File: src/active_data_pointer_pkg.sv
// constants and carriers shared by the dual data pointer unit
package active_data_pointer_pkg;
  localparam logic [7:0] ADDR_PTR_LOW     = 8'h82;
  localparam logic [7:0] ADDR_PTR_HIGH    = 8'h83;
  localparam logic [7:0] ADDR_CONTROL     = 8'h85;
  localparam logic [7:0] ADDR_MODE        = 8'h86;
  localparam logic [7:0] CONTROL_RESET    = 8'h00;
  localparam logic [7:0] MODE_RESET       = 8'h00;
  localparam int         SELECT_BIT       = 0;
  localparam int         TOGGLE_BIT       = 6;
  localparam int         ZERO_MODE_LSB    = 0;
  localparam int         ONE_MODE_LSB     = 2;
  localparam int         PTR_WIDTH        = 16;
  localparam logic [15:0] PTR_RESET       = 16'h0000;

  typedef enum logic [1:0] {
    STEP_NONE     = 2'b00,
    STEP_RESERVED = 2'b01,
    STEP_INC      = 2'b10,
    STEP_DEC      = 2'b11
  } step_mode_type;

  // special-function bus request from the core
  typedef struct packed {
    logic       wr;
    logic       rd;
    logic [7:0] addr;
    logic [7:0] wdata;
  } sfr_req_type;
endpackage

File: src/dual_data_pointer_unit.sv
// dual data pointer unit: two background pointers behind one active pointer
`timescale 1ns/1ps
module dual_data_pointer_unit (
  // clock and reset
  input  wire logic                 mclk_i,
  input  wire logic                 rst_i,
  // special-function bus from the core
  input  wire active_data_pointer_pkg::sfr_req_type sfr_req_i,
  output logic      [7:0]           sfr_rdata_o,
  output logic                      sfr_hit_o,
  // external-data move done, using the active pointer
  input  wire logic                 ext_move_done_i,
  // active pointer as external-data address
  output logic      [15:0]          active_data_pointer_o,
  // select bit as the core sees it
  output logic                      pointer_select_o
);
  logic                    pointer_select;
  logic                    auto_toggle;
  logic [3:0]              mode_bits;
  logic [15:0]             background_pointer_zero;
  logic [15:0]             background_pointer_one;
  logic                    wr_low;
  logic                    wr_high;
  logic                    wr_ctrl;
  logic                    wr_mode;
  active_data_pointer_pkg::step_mode_type pointer_zero_step_mode;
  active_data_pointer_pkg::step_mode_type pointer_one_step_mode;
  logic                    hit_low;
  logic                    hit_high;
  logic                    hit_ctrl;
  logic                    hit_mode;
  logic                    rd_low;
  logic                    rd_high;
  logic                    rd_ctrl;
  logic                    rd_mode;
  logic                    toggle_now;
  logic                    next_pointer_select;
  logic                    next_auto_toggle;
  logic                    load_zero_low;
  logic                    load_zero_high;
  logic                    load_one_low;
  logic                    load_one_high;
  logic                    step_zero;
  logic                    step_one;
  logic [7:0]              ctrl_view;
  logic [7:0]              mode_view;
  logic [7:0]              next_rdata;
  logic                    next_hit;

  // address match, shared by reads and writes
  assign hit_low  = (sfr_req_i.addr == active_data_pointer_pkg::ADDR_PTR_LOW);
  assign hit_high = (sfr_req_i.addr == active_data_pointer_pkg::ADDR_PTR_HIGH);
  assign hit_ctrl = (sfr_req_i.addr == active_data_pointer_pkg::ADDR_CONTROL);
  assign hit_mode = (sfr_req_i.addr == active_data_pointer_pkg::ADDR_MODE);

  // write decode
  assign wr_low  = sfr_req_i.wr && hit_low;
  assign wr_high = sfr_req_i.wr && hit_high;
  assign wr_ctrl = sfr_req_i.wr && hit_ctrl;
  assign wr_mode = sfr_req_i.wr && hit_mode;

  // read decode
  assign rd_low  = sfr_req_i.rd && hit_low;
  assign rd_high = sfr_req_i.rd && hit_high;
  assign rd_ctrl = sfr_req_i.rd && hit_ctrl;
  assign rd_mode = sfr_req_i.rd && hit_mode;

  // mode fields, one per pointer
  assign pointer_zero_step_mode =
    active_data_pointer_pkg::step_mode_type'(mode_bits[active_data_pointer_pkg::ZERO_MODE_LSB +: 2]);
  assign pointer_one_step_mode =
    active_data_pointer_pkg::step_mode_type'(mode_bits[active_data_pointer_pkg::ONE_MODE_LSB +: 2]);

  // a completed external move toggles only while auto toggle is on
  assign toggle_now = ext_move_done_i && auto_toggle;

  // next control bits: a firmware write beats the move toggle
  always_comb begin
    next_pointer_select = pointer_select;
    next_auto_toggle    = auto_toggle;
    if (wr_ctrl) begin
      next_pointer_select = sfr_req_i.wdata[active_data_pointer_pkg::SELECT_BIT];
      next_auto_toggle    = sfr_req_i.wdata[active_data_pointer_pkg::TOGGLE_BIT];
    end else if (toggle_now) begin
      next_pointer_select = ~pointer_select;
    end
  end

  // pointer select bit, cleared by reset
  always_ff @(posedge mclk_i) begin
    if (rst_i) begin
      pointer_select <= active_data_pointer_pkg::CONTROL_RESET[active_data_pointer_pkg::SELECT_BIT];
    end else begin
      pointer_select <= next_pointer_select;
    end
  end

  // auto toggle bit
  always_ff @(posedge mclk_i) begin
    if (rst_i) begin
      auto_toggle <= active_data_pointer_pkg::CONTROL_RESET[active_data_pointer_pkg::TOGGLE_BIT];
    end else begin
      auto_toggle <= next_auto_toggle;
    end
  end

  // mode register
  always_ff @(posedge mclk_i) begin
    if (rst_i) begin
      mode_bits <= active_data_pointer_pkg::MODE_RESET[3:0];
    end else if (wr_mode) begin
      mode_bits <= sfr_req_i.wdata[3:0];
    end
  end

  // byte loads reach only the selected pointer
  assign load_zero_low  = wr_low && !pointer_select;
  assign load_zero_high = wr_high && !pointer_select;
  assign load_one_low   = wr_low && pointer_select;
  assign load_one_high  = wr_high && pointer_select;

  // only a completed external move steps, and only the active pointer
  assign step_zero = ext_move_done_i && !pointer_select;
  assign step_one  = ext_move_done_i && pointer_select;

  // pointer zero: reachable and steppable only while selected
  pointer_stepper #(
    .WIDTH (active_data_pointer_pkg::PTR_WIDTH)
  ) u_pointer_zero (
    .mclk_i      (mclk_i),
    .rst_i       (rst_i),
    .load_low_i  (load_zero_low),
    .load_high_i (load_zero_high),
    .load_data_i (sfr_req_i.wdata),
    .step_i      (step_zero),
    .mode_i      (pointer_zero_step_mode),
    .value_o     (background_pointer_zero)
  );

  // pointer one
  pointer_stepper #(
    .WIDTH (active_data_pointer_pkg::PTR_WIDTH)
  ) u_pointer_one (
    .mclk_i      (mclk_i),
    .rst_i       (rst_i),
    .load_low_i  (load_one_low),
    .load_high_i (load_one_high),
    .load_data_i (sfr_req_i.wdata),
    .step_i      (step_one),
    .mode_i      (pointer_one_step_mode),
    .value_o     (background_pointer_one)
  );

  // active pointer mux
  always_comb begin
    if (pointer_select) begin
      active_data_pointer_o = background_pointer_one;
    end else begin
      active_data_pointer_o = background_pointer_zero;
    end
  end
  assign pointer_select_o = pointer_select;

  // control view with reserved bits reading zero
  always_comb begin
    ctrl_view                       = 8'h00;
    ctrl_view[active_data_pointer_pkg::SELECT_BIT] = pointer_select;
    ctrl_view[active_data_pointer_pkg::TOGGLE_BIT] = auto_toggle;
  end

  // mode view, upper nibble reserved
  assign mode_view = {4'h0, mode_bits};

  // read mux; unmapped addresses answer zero with no hit
  always_comb begin
    next_rdata = 8'h00;
    next_hit   = 1'b0;
    if (rd_low) begin
      next_rdata = active_data_pointer_o[7:0];
      next_hit   = 1'b1;
    end else if (rd_high) begin
      next_rdata = active_data_pointer_o[15:8];
      next_hit   = 1'b1;
    end else if (rd_ctrl) begin
      next_rdata = ctrl_view;
      next_hit   = 1'b1;
    end else if (rd_mode) begin
      next_rdata = mode_view;
      next_hit   = 1'b1;
    end
  end

  // read data, registered, standing one cycle after the read strobe
  always_ff @(posedge mclk_i) begin
    if (rst_i) begin
      sfr_rdata_o <= 8'h00;
    end else begin
      sfr_rdata_o <= next_rdata;
    end
  end

  // read hit pulse, one cycle after a mapped read
  always_ff @(posedge mclk_i) begin
    if (rst_i) begin
      sfr_hit_o <= 1'b0;
    end else begin
      sfr_hit_o <= next_hit;
    end
  end
endmodule

File: src/pointer_stepper.sv
// one background pointer: load bytes, hold, or step by mode
`timescale 1ns/1ps
module pointer_stepper #(
  parameter int WIDTH = 16
) (
  // clock and reset
  input  wire logic                   mclk_i,
  input  wire logic                   rst_i,
  // control
  input  wire logic                   load_low_i,
  input  wire logic                   load_high_i,
  input  wire logic [7:0]             load_data_i,
  input  wire logic                   step_i,
  input  wire active_data_pointer_pkg::step_mode_type mode_i,
  // value
  output logic      [WIDTH-1:0]       value_o
);
  // byte loads win over a step; stepping wraps silently
  always_ff @(posedge mclk_i) begin
    if (rst_i) begin
      value_o <= WIDTH'(active_data_pointer_pkg::PTR_RESET);
    end else if (load_low_i) begin
      value_o[7:0] <= load_data_i;
    end else if (load_high_i) begin
      value_o[WIDTH-1:8] <= load_data_i[WIDTH-9:0];
    end else if (step_i) begin
      case (mode_i)
        active_data_pointer_pkg::STEP_INC: value_o <= value_o + WIDTH'(1);
        active_data_pointer_pkg::STEP_DEC: value_o <= value_o - WIDTH'(1);
        default:            value_o <= value_o;
      endcase
    end
  end
endmodule

File: config.mk
export PLATFORM = sky130hd
export DESIGN_NAME = dual_data_pointer_unit
export DESIGN_NICKNAME = d
export VERILOG_FILES = /design/src/active_data_pointer_pkg.sv /design/src/dual_data_pointer_unit.sv /design/src/pointer_stepper.sv
export SDC_FILE = /design/constraint.sdc
export NUM_CORES = 1
export LEC_CHECK = 0
export BUFFER_PORTS_ARGS = -buffer_cell sky130_fd_sc_hd__buf_2
export CAP_MARGIN = 20
export CORE_UTILIZATION = 40
export CTS_CLUSTER_DIAMETER = 150
export CTS_CLUSTER_SIZE = 20
export DETAILED_ROUTE_END_ITERATION = 12
export SYNTH_ARGS = -nofsm -noshare
export SYNTH_HDL_FRONTEND = slang
export SYNTH_SLANG_ARGS = --single-unit
File: constraint.sdc
create_clock -name mclk_i -period 3.4 [get_ports mclk_i]
set_input_delay 0.68 -clock mclk_i [delete_from_list [all_inputs] [get_ports mclk_i]]
set_output_delay 0.68 -clock mclk_i [all_outputs]
set_load 0.02 [all_outputs]
==> impl.org <==
** Timing
- In the post-route analysis, the smallest setup slack over all paths is 351.7 ps.
- Slew margin rel. :: 0.5395
- Final Max Tran Viols :: 0
- Number of setup violations in the final report :: 0
- Hold_ws :: 547.7 ps
- Timing would allow up to 0.3281 GHz.
- The number of failing hold endpoints at the final stage came to 0.
- Clock skew on the completed layout was measured at 5.017 ps.
- Setup repair after global routing left no endpoint under its margin.
- After layout, the minimum clock period comes to 3048 ps.
- Setup TNS :: 0 ps
- For the pin with the worst max-slew slack, the measured transition is 681.2 ps.
- Dividing the final minimum period by the clock period gives 0.8965.

** Worst setup path
- Reg2reg start :: mode_bits[1]$_SDFFE_PP0P_
- Of all nets on the critical path, the largest fanout is 13.
- Worst Path Arrival :: 3260 ps
- Setup crit end kind :: flip-flop
- Required time worst endpoint :: 3610 ps
- The most critical setup path has its startpoint at mode_bits[1]$_SDFFE_PP0P_.
- The critical path is of the flip-flop to flip-flop type.
- Crit start category :: flip-flop

** Finish
- Synthesis-to-layout area growth :: 10.33%
- In the final layout, the share of cells above drive strength 1 is 0.1765.
- Summing all flip-flop and latch instances after layout gives 940.9 µm².
- After routing the design area is 3904 µm².
- The filler cells instantiated in the layout total 873.
- Number of standard cells in the layout, taps in and fillers out :: 598
- Number of antenna cells inserted :: 0
- Total number of nets in the final design :: 515
- Area of combinational cells with multiple inputs :: 2415 µm²

** Die
- The die covers 9227 µm².
- For this configuration, the core starts out at a cell density of 0.4222.
- The die is 96.06 µm wide.
- During I/O placement, the number of pins put on the boundary was 47.
- Die Y-Extent :: 96.06 µm
- Standard-cell rows :: 33
- Core Footprint :: 8382 µm²

** Logic synthesis
- Number of distinct library cells after synthesis :: 69
- Synth Instances :: 468
- Among all cell types in the netlist, the one instantiated most often is sky130_fd_sc_hd__nor2_1.
- Sorting the synthesized cells by area gives the leading types as sky130_fd_sc_hd__dfxtp_1 (27%), sky130_fd_sc_hd__nor2_1 (5.2%), sky130_fd_sc_hd__mux2_2 (5.1%).
- Biggest area consumer among synthesized cells :: sky130_fd_sc_hd__dfxtp_1
- By count the netlist is led by sky130_fd_sc_hd__nor2_1 (49), sky130_fd_sc_hd__dfxtp_1 (47), sky130_fd_sc_hd__nand2_1 (45).
- Syn Std Cell Area :: 3538 µm²
- The number of nets in the synthesized netlist is 491.
- Ys async rst share :: 0
- Flip-flop cell with the highest count after synthesis :: sky130_fd_sc_hd__dfxtp_1
- Yosys mapped a number of flops with a built-in enable equal to 0.
- Count of yosys warnings during synthesis :: 0
- In this run, synthesis produced a sequential element count of 47.
- Proportion of synthesized chip area in sequential cells :: 0.2659
- A synthesized cell averages 7.561 µm².
- The share of synthesized area in the top cell type comes to 0.2659.

** Place
- Post-place instance area :: 3815 µm²
- Buffers placed on the I/O ports in this run total 46.
- Detailed placement ended at an HPWL of 8552 µm.
- The congestion estimate from routability-driven global placement came to 0.9251.
- Post-placement worst setup slack :: 441.7 ps
- Counting tap cells, the placed design contains a total of 590 instances.

** GRT
- Global routing finished with a remaining overflow of 0.
- Total track usage :: 0.2697
- The initial antenna violation count is 0.
- The via count of the first global-routing pass came to 3,514.
- The first global-routing pass estimated 18,820 µm of wire.
- Maximum number of pins on one net before global-route repair :: 23

** Detailed routing
- Violation count after the first detailed-route iteration :: 387
- ANT nets after route :: 0
- In the final routed layout, each cell accounts on average for 19.38 µm.
- After detailed routing, the total wire length is 11,590 µm.
- Via-per-instance ratio :: 6.393
- In the routed design, unresolved DRC markers number 0.
- TritonRoute pass-1 iters :: 5
- Detailed routing inserted a total of 3,823 vias.

** Status
- The run finished with clean final reports.

** Run
- Max-Cap Viols :: 0

** Clock network
- Number of buffers on the longest clock path :: 2
- Once the clock tree was built, the resizer swapped 0 gates to a different size.
- CTS tree :: yes
- Buffer cell driving the clock tree root :: sky130_fd_sc_hd__clkbuf_8
- CTS H-Tree Depth :: 2
- Clock tree synthesis inserted a total of 5 buffers.
- Buffers inserted to repair hold after CTS numbered 0.
- The clock net in this run drives a total of 47 sinks.
- Clock insertion delay at the later pin of the skew report :: 310 ps
- Post-CTS timing repair inserted 0 buffers for setup.
- Clock-pin slew reported for the worst setup and hold paths after clock tree synthesis :: 100 ps

** Pwr
- Leakage power of the design :: 1.472 nW
- Pwr Density :: 246.7 nW/µm²
- Worst vdd rail ir drop :: 0.1558 mV

** Hold path
- The worst hold path begins at auto_toggle$_SDFFE_PP0P_.
- In this run the worst hold path is classified as flip-flop to flip-flop.
[state kept, by name, indices dropped and copies added (netlist names)]
signal and cells:
u_pointer_one.value_o 16, sfr_rdata_o 8, auto_toggle 1, u_pointer_zero.value_o 16, sfr_hit_o 1, mode_bits 4, pointer_select_o 1
[report_power, final]
part | switching, W | internal, W | leakage [nW]
registers | 0.00000114 | 0.000550 | 0.378
clock network | 0.000209 | 0.000144 | 0.0402
logic | 0.0000413 | 0.0000174 | 1.05
total | 0.000252 | 0.000712 | 1.47
[per-stage QoR]
| stage | util | power (W) |
|---|---|---|
| floorplan | - | 0.0005888 |
| global placement | 0.4551 | 0.0006216 |
| detailed placement | 0.4551 | 0.0006214 |
| CTS | 0.4657 | 0.0009684 |
| global route | 0.4657 | 0.0009962 |
| finish | 0.4657 | 0.0009632 |
[worst max-delay path: stages (launching register included)]
cell and delay (ps):
sky130_fd_sc_hd__dfxtp_1 440, sky130_fd_sc_hd__nand2_1 330, sky130_fd_sc_hd__xnor2_1 220, sky130_fd_sc_hd__ha_1 280, sky130_fd_sc_hd__nor3_1 300, sky130_fd_sc_hd__nor4b_1 620
sky130_fd_sc_hd__a21oi_1 110, sky130_fd_sc_hd__mux2i_1 180, sky130_fd_sc_hd__a21bo_1 200, sky130_fd_sc_hd__a311oi_1 270
[path summary, 6_finish.rpt]
check	end	slack, ps	depth (start not counted)
setup / recovery	u_pointer_zero.value_o[14]$_SDFFE_PP0P_	350	9
hold / removal	auto_toggle$_SDFFE_PP0P_	550	2
setup reg to reg	u_pointer_zero.value_o[14]$_SDFFE_PP0P_	350	9
hold reg to reg	auto_toggle$_SDFFE_PP0P_	550	2
[cells by family after synthesis]
logic type               Yosys count  share of synthesized area
adder cells (fa/ha/maj)            2                   0.007071
AND/OR/NAND/NOR                  205                     0.3066
AO/OA/AOI/OAI                    127                     0.2507
XOR/XNOR                          18                    0.04456
flip-flops                        47                     0.2659
buffers and inverters             45                    0.05163
multiplexers                      24                    0.07355
[placed cells by master (no fill, tap or decap), drive strengths merged, types with 16 or more instances in the layout]
cell type,netlist,final
a21oi,34,34
nand2,45,45
mux2,16,16
dfxtp,47,47
nor3,26,26
o21ai,16,16
nand3,16,16
nor2,49,49
buf,8,56
[layer usage]
metal,track usage,up-vias,wire length [µm]
met2,0.3995,211,4835
met5,0,-,0
met3,0.04660,24,1119
met4,0.09204,0,268
met1,0.3902,1784,5368
li1,-,1804,-
[cell type report]
| type | count | area share |
|---|---|---|
| Clock buffer | 5 | 0.01763 |
| Clock inverter | 3 | 0.005128 |
| Inverter | 6 | 0.005769 |
| Multi-Input combinational cell | 376 | 0.6186 |
| Sequential cell | 47 | 0.2410 |
| Tap cell | 105 | 0.03365 |
| Timing Repair Buffer | 56 | 0.07821 |
No activity file was read; power rests on OpenSTA's default activity.
